==> src/logic/csp_regs.svh <==
// register indices, field positions, reset values of the cpu status block
`ifndef CSP_REGS_SVH
`define CSP_REGS_SVH
// ----------------------------------------------------------------------
// register indices (byte address is four times the index)
// ----------------------------------------------------------------------
`define CSP_IDX_STACK     8'h81
`define CSP_IDX_DP_LO     8'h82
`define CSP_IDX_DP_HI     8'h83
`define CSP_IDX_DP_16     8'h84
`define CSP_IDX_STATUS    8'hd0
`define CSP_IDX_MAIN      8'he0
`define CSP_IDX_AUX       8'hf0
// ----------------------------------------------------------------------
// status word bit positions
// ----------------------------------------------------------------------
`define CSP_BIT_CARRY     7
`define CSP_BIT_HALF      6
`define CSP_BIT_USER0     5
`define CSP_BIT_BANK_HI   4
`define CSP_BIT_BANK_LO   3
`define CSP_BIT_RANGE     2
`define CSP_BIT_USER1     1
`define CSP_BIT_PARITY    0
// ----------------------------------------------------------------------
// reset values
// ----------------------------------------------------------------------
`define CSP_STACK_RESET   8'h07
`define CSP_BYTE_RESET    8'h00
`endif

==> src/logic/csp_pkg.sv <==
// types shared by the cpu status block
package csp_pkg;
    typedef enum logic [3:0] {
        CSP_OP_NONE, CSP_OP_ADD, CSP_OP_ADDC, CSP_OP_SUBB, CSP_OP_MUL, CSP_OP_DIV,
        CSP_OP_PUSH, CSP_OP_POP, CSP_OP_CLR_C, CSP_OP_SET_C, CSP_OP_CPL_C,
        CSP_OP_ANL_C, CSP_OP_ORL_C, CSP_OP_MOV_C, CSP_OP_INC_DP, CSP_OP_LOAD_DP
    } csp_op_e;

    typedef enum logic [2:0] {
        CSP_SEL_NONE, CSP_SEL_STATUS, CSP_SEL_MAIN, CSP_SEL_AUX,
        CSP_SEL_STACK, CSP_SEL_DP_LO, CSP_SEL_DP_HI, CSP_SEL_DP_16
    } csp_sel_e;

    typedef struct packed {
        logic [7:0]  acc;
        logic [7:0]  aux;
        logic [7:0]  sp;
        logic [7:0]  data_pointer_high_byte;
        logic [7:0]  data_pointer_low_byte;
        logic        cy;
        logic        ac;
        logic        f0;
        logic [1:0]  rs;
        logic        ov;
        logic        f1;
        logic        par;
        logic [31:0] prdata;
        logic [7:0]  wreg_addr;
        logic [7:0]  stack_addr;
        logic        stack_wr;
        logic        stack_rd;
        logic        live;
    } csp_state_s;
endpackage

==> src/logic/csp_alu.sv <==
// arithmetic core: add, add with carry, subtract with borrow, multiply, divide
`timescale 1ns/10ps
`default_nettype none
module csp_alu (
    input  wire logic            [7:0] acc,
    input  wire logic            [7:0] aux,
    input  wire logic            [7:0] operand,
    input  wire logic                  cy_in,
    input  wire logic                  ac_in,
    input  wire logic                  ov_in,
    input  wire csp_pkg::csp_op_e      op,
    output logic                 [7:0] res_a,
    output logic                 [7:0] res_b,
    output logic                       cy_out,
    output logic                       ac_out,
    output logic                       ov_out
);
    logic [8:0]  sum;
    logic [4:0]  nib;
    logic [15:0] prod;
    logic        cin;

    always_comb begin
        sum    = 9'h000;
        nib    = 5'h00;
        prod   = 16'h0000;
        cin    = 1'b0;
        res_a  = acc;
        res_b  = aux;
        cy_out = cy_in;
        ac_out = ac_in;
        ov_out = ov_in;
        case (op)
            csp_pkg::CSP_OP_ADD, csp_pkg::CSP_OP_ADDC: begin
                cin    = (op == csp_pkg::CSP_OP_ADDC) & cy_in;
                sum    = {1'b0, acc} + {1'b0, operand} + {8'h00, cin};
                nib    = {1'b0, acc[3:0]} + {1'b0, operand[3:0]} + {4'h0, cin};
                res_a  = sum[7:0];
                cy_out = sum[8];
                ac_out = nib[4];
                ov_out = (acc[7] == operand[7]) && (sum[7] != acc[7]);
            end
            csp_pkg::CSP_OP_SUBB: begin
                sum    = {1'b0, acc} - {1'b0, operand} - {8'h00, cy_in};
                nib    = {1'b0, acc[3:0]} - {1'b0, operand[3:0]} - {4'h0, cy_in};
                res_a  = sum[7:0];
                cy_out = sum[8];
                ac_out = nib[4];
                ov_out = (acc[7] != operand[7]) && (sum[7] != acc[7]);
            end
            csp_pkg::CSP_OP_MUL: begin
                prod   = {8'h00, acc} * {8'h00, aux};
                res_a  = prod[7:0];
                res_b  = prod[15:8];
                cy_out = 1'b0;
                ac_out = 1'b0;
                ov_out = |prod[15:8];
            end
            csp_pkg::CSP_OP_DIV: begin
                cy_out = 1'b0;
                ac_out = 1'b0;
                // divide by zero leaves both operands untouched
                ov_out = (aux == 8'h00);
                if (aux != 8'h00) begin
                    res_a = acc / aux;
                    res_b = acc % aux;
                end
            end
            default: begin
                res_a = acc;
            end
        endcase
    end
endmodule // csp_alu
`default_nettype wire

==> src/logic/csp_top.sv <==
// cpu status word, stack pointer, data pointer and operand registers on apb
//
// Contract
// - stack pointer 8 bits, incremented before push
// - reset puts stack pointer at 07h
// - stack anywhere in ram, up to 256 bytes
// - data pointer 16 bits, also two bytes
// - aux register holds multiply/divide operand, result
// - carry set on carry/borrow, else cleared
// - carry is the boolean one-bit accumulator
// - half carry tracks nibble carry or borrow
// - bank bits pick 00h, 08h, 10h, 18h
// - add/subtract sign overflow sets range flag
// - product above 255 sets range flag
// - divide by zero sets range flag
// - otherwise these instructions clear range flag
// - parity follows odd ones count of accumulator
// - two user flags are plain storage
// - status word at d0h, documented bit order
`timescale 1ns/10ps
`include "csp_regs.svh"
`default_nettype none
module csp_top #(
    parameter int ADDR_W = 10
) (
    input  wire logic              pclk,
    input  wire logic              presetn,
    input  wire logic              psel,
    input  wire logic              penable,
    input  wire logic              pwrite,
    input  wire logic [ADDR_W-1:0] paddr,
    input  wire logic [31:0]       pwdata,
    input  wire logic [3:0]        pstrb,
    output logic      [31:0]       prdata,
    output logic                   pready,
    output logic                   pslverr,
    input  wire logic              op_valid,
    input  wire csp_pkg::csp_op_e  op_kind,
    input  wire logic [7:0]        op_operand,
    input  wire logic              op_bit,
    input  wire logic [15:0]       op_addr16,
    input  wire logic [2:0]        reg_index,
    output logic      [7:0]        acc_out,
    output logic      [7:0]        aux_out,
    output logic      [7:0]        status_word,
    output logic                   carry_flag,
    output logic      [15:0]       data_pointer_16_out,
    output logic      [7:0]        stack_ptr,
    output logic      [7:0]        stack_addr,
    output logic                   stack_wr,
    output logic                   stack_rd,
    output logic      [7:0]        wreg_addr
);
    // ------------------------------------------------------------------
    // functions
    // ------------------------------------------------------------------
    function automatic csp_pkg::csp_sel_e decode(input logic [ADDR_W-1:0] a);
        logic [7:0] idx;
        idx = a[9:2];
        if (a[1:0] != 2'b00) begin
            decode = csp_pkg::CSP_SEL_NONE;
        end else if (idx == `CSP_IDX_STATUS) begin
            decode = csp_pkg::CSP_SEL_STATUS;
        end else if (idx == `CSP_IDX_MAIN) begin
            decode = csp_pkg::CSP_SEL_MAIN;
        end else if (idx == `CSP_IDX_AUX) begin
            decode = csp_pkg::CSP_SEL_AUX;
        end else if (idx == `CSP_IDX_STACK) begin
            decode = csp_pkg::CSP_SEL_STACK;
        end else if (idx == `CSP_IDX_DP_LO) begin
            decode = csp_pkg::CSP_SEL_DP_LO;
        end else if (idx == `CSP_IDX_DP_HI) begin
            decode = csp_pkg::CSP_SEL_DP_HI;
        end else if (idx == `CSP_IDX_DP_16) begin
            decode = csp_pkg::CSP_SEL_DP_16;
        end else begin
            decode = csp_pkg::CSP_SEL_NONE;
        end
    endfunction

    function automatic logic [7:0] pack_status(input csp_pkg::csp_state_s s);
        pack_status = {s.cy, s.ac, s.f0, s.rs, s.ov, s.f1, s.par};
    endfunction

    function automatic logic [31:0] read_word(input csp_pkg::csp_state_s s,
                                              input csp_pkg::csp_sel_e sel);
        case (sel)
            csp_pkg::CSP_SEL_STATUS: read_word = {24'h000000, pack_status(s)};
            csp_pkg::CSP_SEL_MAIN:   read_word = {24'h000000, s.acc};
            csp_pkg::CSP_SEL_AUX:    read_word = {24'h000000, s.aux};
            csp_pkg::CSP_SEL_STACK:  read_word = {24'h000000, s.sp};
            csp_pkg::CSP_SEL_DP_LO:  read_word = {24'h000000, s.data_pointer_low_byte};
            csp_pkg::CSP_SEL_DP_HI:  read_word = {24'h000000, s.data_pointer_high_byte};
            csp_pkg::CSP_SEL_DP_16:  read_word = {16'h0000, s.data_pointer_high_byte, s.data_pointer_low_byte};
            default:                 read_word = 32'h00000000;
        endcase
    endfunction

    // bank number times eight plus register index
    function automatic logic [7:0] bank_addr(input logic [1:0] rs, input logic [2:0] n);
        bank_addr = {3'b000, rs, n};
    endfunction

    // ------------------------------------------------------------------
    // state and arithmetic core
    // ------------------------------------------------------------------
    csp_pkg::csp_state_s st_r;
    csp_pkg::csp_state_s st_nxt;
    csp_pkg::csp_sel_e   sel;
    logic                setup;
    logic                sw_wr;
    logic [7:0]          alu_a;
    logic [7:0]          alu_b;
    logic                alu_cy;
    logic                alu_ac;
    logic                alu_ov;
    logic [15:0]         dp_inc;

    csp_alu u_alu (
        .acc     (st_r.acc),
        .aux     (st_r.aux),
        .operand (op_operand),
        .cy_in   (st_r.cy),
        .ac_in   (st_r.ac),
        .ov_in   (st_r.ov),
        .op      (op_kind),
        .res_a   (alu_a),
        .res_b   (alu_b),
        .cy_out  (alu_cy),
        .ac_out  (alu_ac),
        .ov_out  (alu_ov)
    );

    // ------------------------------------------------------------------
    // apb slave
    // ------------------------------------------------------------------
    // zero wait states: read data is captured in the setup cycle
    assign sel     = decode(paddr);
    assign setup   = psel & ~penable;
    assign sw_wr   = psel & penable & pwrite & (sel != csp_pkg::CSP_SEL_NONE);
    assign pready  = 1'b1;
    assign pslverr = psel & penable & (sel == csp_pkg::CSP_SEL_NONE);
    assign dp_inc  = {st_r.data_pointer_high_byte, st_r.data_pointer_low_byte} + 16'h0001;

    always_comb begin
        st_nxt          = st_r;
        st_nxt.stack_wr = 1'b0;
        st_nxt.stack_rd = 1'b0;
        st_nxt.live     = 1'b1;
        if (setup) begin
            st_nxt.prdata = read_word(st_r, sel);
        end
        if (sw_wr) begin
            case (sel)
                csp_pkg::CSP_SEL_STATUS: begin
                    if (pstrb[0]) begin
                        // parity is derived, its bit ignores writes
                        st_nxt.cy = pwdata[`CSP_BIT_CARRY];
                        st_nxt.ac = pwdata[`CSP_BIT_HALF];
                        st_nxt.f0 = pwdata[`CSP_BIT_USER0];
                        st_nxt.rs = pwdata[`CSP_BIT_BANK_HI:`CSP_BIT_BANK_LO];
                        st_nxt.ov = pwdata[`CSP_BIT_RANGE];
                        st_nxt.f1 = pwdata[`CSP_BIT_USER1];
                    end
                end
                csp_pkg::CSP_SEL_MAIN: begin
                    if (pstrb[0]) st_nxt.acc = pwdata[7:0];
                end
                csp_pkg::CSP_SEL_AUX: begin
                    if (pstrb[0]) st_nxt.aux = pwdata[7:0];
                end
                csp_pkg::CSP_SEL_STACK: begin
                    if (pstrb[0]) st_nxt.sp = pwdata[7:0];
                end
                csp_pkg::CSP_SEL_DP_LO: begin
                    if (pstrb[0]) st_nxt.data_pointer_low_byte = pwdata[7:0];
                end
                csp_pkg::CSP_SEL_DP_HI: begin
                    if (pstrb[0]) st_nxt.data_pointer_high_byte = pwdata[7:0];
                end
                csp_pkg::CSP_SEL_DP_16: begin
                    if (pstrb[0]) st_nxt.data_pointer_low_byte = pwdata[7:0];
                    if (pstrb[1]) st_nxt.data_pointer_high_byte = pwdata[15:8];
                end
                default: begin
                    st_nxt.live = 1'b1;
                end
            endcase
        end
        // ------------------------------------------------------------------
        // cpu operations, applied after software so hardware wins
        // ------------------------------------------------------------------
        if (op_valid) begin
            case (op_kind)
                csp_pkg::CSP_OP_ADD, csp_pkg::CSP_OP_ADDC, csp_pkg::CSP_OP_SUBB,
                csp_pkg::CSP_OP_MUL, csp_pkg::CSP_OP_DIV: begin
                    st_nxt.acc = alu_a;
                    st_nxt.aux = alu_b;
                    st_nxt.cy  = alu_cy;
                    st_nxt.ac  = alu_ac;
                    st_nxt.ov  = alu_ov;
                end
                csp_pkg::CSP_OP_PUSH: begin
                    // 8-bit pointer wraps, so the stack spans at most 256 bytes
                    st_nxt.sp         = st_nxt.sp + 8'h01;
                    st_nxt.stack_addr = st_nxt.sp;
                    st_nxt.stack_wr   = 1'b1;
                end
                csp_pkg::CSP_OP_POP: begin
                    st_nxt.stack_addr = st_nxt.sp;
                    st_nxt.stack_rd   = 1'b1;
                    st_nxt.sp         = st_nxt.sp - 8'h01;
                end
                csp_pkg::CSP_OP_CLR_C: st_nxt.cy = 1'b0;
                csp_pkg::CSP_OP_SET_C: st_nxt.cy = 1'b1;
                csp_pkg::CSP_OP_CPL_C: st_nxt.cy = ~st_r.cy;
                csp_pkg::CSP_OP_ANL_C: st_nxt.cy = st_r.cy & op_bit;
                csp_pkg::CSP_OP_ORL_C: st_nxt.cy = st_r.cy | op_bit;
                csp_pkg::CSP_OP_MOV_C: st_nxt.cy = op_bit;
                csp_pkg::CSP_OP_INC_DP: begin
                    {st_nxt.data_pointer_high_byte, st_nxt.data_pointer_low_byte} = dp_inc;
                end
                csp_pkg::CSP_OP_LOAD_DP: begin
                    {st_nxt.data_pointer_high_byte, st_nxt.data_pointer_low_byte} = op_addr16;
                end
                default: begin
                    st_nxt.live = 1'b1;
                end
            endcase
        end
        st_nxt.wreg_addr = bank_addr(st_r.rs, reg_index);
        st_nxt.par       = ^st_nxt.acc;
    end

    always_ff @(posedge pclk or negedge presetn) begin
        if (!presetn) begin
            st_r            <= '0;
            st_r.sp         <= `CSP_STACK_RESET;
            st_r.acc        <= `CSP_BYTE_RESET;
            st_r.aux        <= `CSP_BYTE_RESET;
            st_r.data_pointer_high_byte        <= `CSP_BYTE_RESET;
            st_r.data_pointer_low_byte        <= `CSP_BYTE_RESET;
        end else begin
            st_r <= st_nxt;
        end
    end

    assign prdata      = st_r.prdata;
    assign acc_out     = st_r.acc;
    assign aux_out     = st_r.aux;
    assign status_word = pack_status(st_r);
    assign carry_flag  = st_r.cy;
    assign data_pointer_16_out    = {st_r.data_pointer_high_byte, st_r.data_pointer_low_byte};
    assign stack_ptr   = st_r.sp;
    assign stack_addr  = st_r.stack_addr;
    assign stack_wr    = st_r.stack_wr;
    assign stack_rd    = st_r.stack_rd;
    assign wreg_addr   = st_r.wreg_addr;

    logic is_push;
    logic is_add;
    logic [8:0] add_ref;
    assign is_push = op_valid && (op_kind == csp_pkg::CSP_OP_PUSH) && !sw_wr;
    assign is_add  = op_valid && (op_kind == csp_pkg::CSP_OP_ADD) && !sw_wr;
    assign add_ref = {1'b0, st_r.acc} + {1'b0, op_operand};
endmodule // csp_top
`default_nettype wire

==> config.mk <==
export PLATFORM = sky130hd
export DESIGN_NAME = csp_top
export DESIGN_NICKNAME = d
export VERILOG_FILES = /design/src/logic/csp_pkg.sv /design/src/logic/csp_alu.sv /design/src/logic/csp_top.sv
export VERILOG_INCLUDE_DIRS = /design/src /design/src/logic
export SDC_FILE = /design/constraint.sdc
export NUM_CORES = 1
export LEC_CHECK = 0
export CAP_MARGIN = 20
export CORE_MARGIN = 2
export CORE_UTILIZATION = 52
export CTS_CLUSTER_SIZE = 14
export DETAILED_ROUTE_END_ITERATION = 12
export DONT_BUFFER_PORTS = 1
export PLACE_DENSITY_LB_ADDON = 0.1
export SLEW_MARGIN = 10
export SYNTH_ARGS = -nofsm -noshare
export SYNTH_HDL_FRONTEND = slang
export SYNTH_HIERARCHICAL = 1
export SYNTH_SLANG_ARGS = --single-unit
==> constraint.sdc <==
create_clock -name pclk -period 26.3 [get_ports pclk]
set_input_delay 0 -clock pclk [delete_from_list [all_inputs] [get_ports pclk]]
set_output_delay 0 -clock pclk [all_outputs]
set_load 0.02 [all_outputs]
==> impl_results.md <==
- Status: complete, no violations
- Seq/Total Area, Yosys: 0.190
- Diode count: 0
- Met3 global-route usage: 0.0643
- Die width: 146 um
- Starting density of the core: 0.533
- Clk pin slew, worst setup/hold paths: 0.07 ns
- Vias: 9538
- Dominant synthesized flop cell: dfrtp_1
- Setup slack, reg-to-reg: 11.74 ns
- Yosys cell types: 91
- Final TNS setup: 0 ns
- Area growth, synth to finish: 6.86%
- GR peak layer: met2
- Top post-synthesis cells by area: dfrtp_1 18%, ha_1 12%, fa_1 7.9%
- Crit path from: aux_out[2]
- Max-Cap Viols: 0
- Layout cells sized above 1: 0.0605
- CP required: 26.52 ns
- Clk_skew: 0.00750 ns
- Critical path class: flip-flop to flip-flop
- IO Pins: 185
- Commonest non-fill, non-tap cell in the layout: nand2_1
- CTS tree: done
- IO Port Bufs: 0
- Unrepaired setup endpoints after global routing: false
- Hold_sp: pwdata[2]
- GRT Total Usage: 0.313
- Die Area: 21200 um2
- Sink Count: 79
- ANT nets after route: 0
- Met1 Usage GRT: 0.393
- Number of synthesized flops with an enable pin: 0
- Fillers: 1902
- Final Setup Violations: 0
- Core box area: 19600 um2
- Design Area, Final: 11200 um2
- Final worst slack: 11.74 ns
- WL per Instance: 21.9 um
- Slew Limit Fails: 0
- Final #Nets: 1494
- Top cell type's share of synthesized area: 0.182
- Initial antenna violation count: 0
- Reg2Reg Depth: 53
- Cell Area, Placed: 10500 um2
- CP endpoint kind: flip-flop
- Clk root buf: clkbuf_16
- Synthesized area per cell: 8.20 um2
- Register Area: 1980 um2
- Clk_lat worst skew: 0.35 ns
- Hold Path Class: primary input to flip-flop
- Worst-path fanout max: 15
- Total congestion overflow: 0
- DRT iter0 DRCs: 833
- CP endpoint: status_word[0]
- Vias in the first global route: 9417
- Tightest Pin Transition: 1.07 ns
- Relative slew slack: 0.283
- Num CTS Buffers: 9
- Count of final hold-check violations: 0
- Commonest non-fill, non-tap cells in the layout: 134 x nand2_1, 104 x inv_1, 102 x ha_1
- Hold buffers post-CTS: 35
- Maximum number of pins on one net before global-route repair: 80
- Post-Route WL: 33700 um
- Global-route wire length before repair: 52700 um
- Multi-input logic area: 7690 um2
- Final HPWL DP: 24500 um
- Synth Instances: 1275
- Crit start category: flip-flop
- Slowest stage delay, CP: 0.79 ns
- Highest clock rate: 68.7 MHz
- Critical Path AT: 14.79 ns
- Largest area contributor in the netlist: dfrtp_1
- Post-CTS Setup Bufs: 0
- Met2 GRT Util: 0.531
- Dpl ws: 11.90 ns
- Critical-path top delay cell: o21ai_0
- Routability Congestion: 0.928
- Minimum clock period after layout: 14.56 ns
- CTS resizes: 0
- Reg-to-Reg End: status_word[0]
- Async SR Flop Fraction: 1.00
- DR pass1 iterations: 8
- Seq cells post-synth: 79
- Syn Std Cell Area: 10400 um2
- Synth Warn #: 6
- H-Tree Level Count: 3
- DRC errors left: 0
- Rows: 51
- Final Cycle Share: 0.554
- Vias/cell: 6.21
- Die Y-Extent: 146 um
- Worst reg2reg startpoint: aux_out[2]
- Maximum buffer depth of the clock tree: 2
-- critical path: cells and delay by family (launching register included) --
family	cells	cell delay (ns)
fa+ha+maj	7	2.13
xor+xnor	2	0.83
compound gates	26	7.67
simple gates	14	2.55
mux	1	0.13
buf+inv	3	0.42
flops	1	0.67
-- state kept, by name (all words and copies together), names as in the netlist --
register	count
stack_wr	1
prdata	16
stack_rd	1
wreg_addr	5
status_word	7
stack_addr	8
acc_out	8
data_pointer_16_out	16
stack_ptr	8
carry_flag	1
aux_out	8
-- logic make-up (layout without fill, tap and decap cells) --
| family | after synthesis | after routing | synth area share |
|---|---|---|---|
| buf+inv | 192 | 171 | 0.0814 |
| fa+ha+maj | 143 | 143 | 0.201 |
| simple gates | 411 | 411 | 0.194 |
| compound gates | 318 | 318 | 0.214 |
| mux | 58 | 58 | 0.0568 |
| xor+xnor | 72 | 72 | 0.0631 |
| flops | 79 | 79 | 0.190 |
| other cells | 2 | 20 | 0.000719 |
-- area by class of cell --
class,instances,area share
clock buffer,9,0.0202
clock inverter,7,0.00482
inverter,105,0.0353
multi-input combinational,1022,0.689
sequential,79,0.177
tap,265,0.0297
timing repair buffer,50,0.0439
-- per-layer routing --
metal / vias to the layer above / wire length (um) / part of all wire
met5: - / 0 / 0
met4: 0 / 1240 / 0.037
met3: 74 / 2730 / 0.081
met2: 388 / 16100 / 0.48
met1: 4583 / 13600 / 0.40
li1: 4493 / - / -
-- worst min path at each step --
stage,to,slack (ns),cells past startpoint
final,acc_out[2],0.004,3
after global routing,acc_out[2],0.03,3
after CTS,acc_out[2],0.0008,3
after detailed placement,data_pointer_16_out[12],-0.29,0
after global placement,data_pointer_16_out[12],-0.29,0
after floorplan,acc_out[0],-0.30,0
-- metrics by stage --
stage	hold slack, ns	instances	util
final	0.00433	1537	0.570
after global routing	0.0301	1537	0.570
after CTS	0.000788	1537	0.570
after detailed placement	-0.294	1486	0.536
after global placement	-0.293	1486	0.536
after floorplan	-0.296	1293	-
-- Yosys cell counts, types with 4 or more instances --
| cell type | n |
|---|---|
| nand2_1 | 134 |
| o22ai_1 | 11 |
| dfrtp_1 | 76 |
| nor4_1 | 9 |
| fa_1 | 41 |
| a31oi_1 | 4 |
| xnor2_1 | 45 |
| and2_1 | 18 |
| o221ai_1 | 5 |
| ha_1 | 102 |
| nor3_1 | 37 |
| or2_2 | 6 |
| clkbuf_1 | 42 |
| a22oi_1 | 17 |
| and4_1 | 5 |
| o21bai_1 | 8 |
| a222oi_1 | 8 |
| a21oi_1 | 61 |
| a221o_1 | 8 |
| a221oi_1 | 9 |
| xor2_1 | 25 |
| o21ai_0 | 38 |
| inv_1 | 104 |
| buf_4 | 26 |
| o211ai_1 | 21 |
| a211oi_1 | 25 |
| o21a_1 | 12 |
| o21ai_1 | 31 |
| nand3_1 | 34 |
| nand4_1 | 6 |
| a21o_1 | 7 |
| a22o_1 | 6 |
| nand2b_1 | 11 |
| or3_1 | 6 |
| a211o_1 | 5 |
| buf_2 | 13 |
| mux2i_1 | 48 |
| mux2_2 | 9 |
| nor2b_1 | 11 |
| o31ai_1 | 6 |
| and3_1 | 11 |
| nor2_1 | 97 |
Power is not shown: default switching activity piles up to over one toggle a cycle in this logic, so the estimate is an artifact.
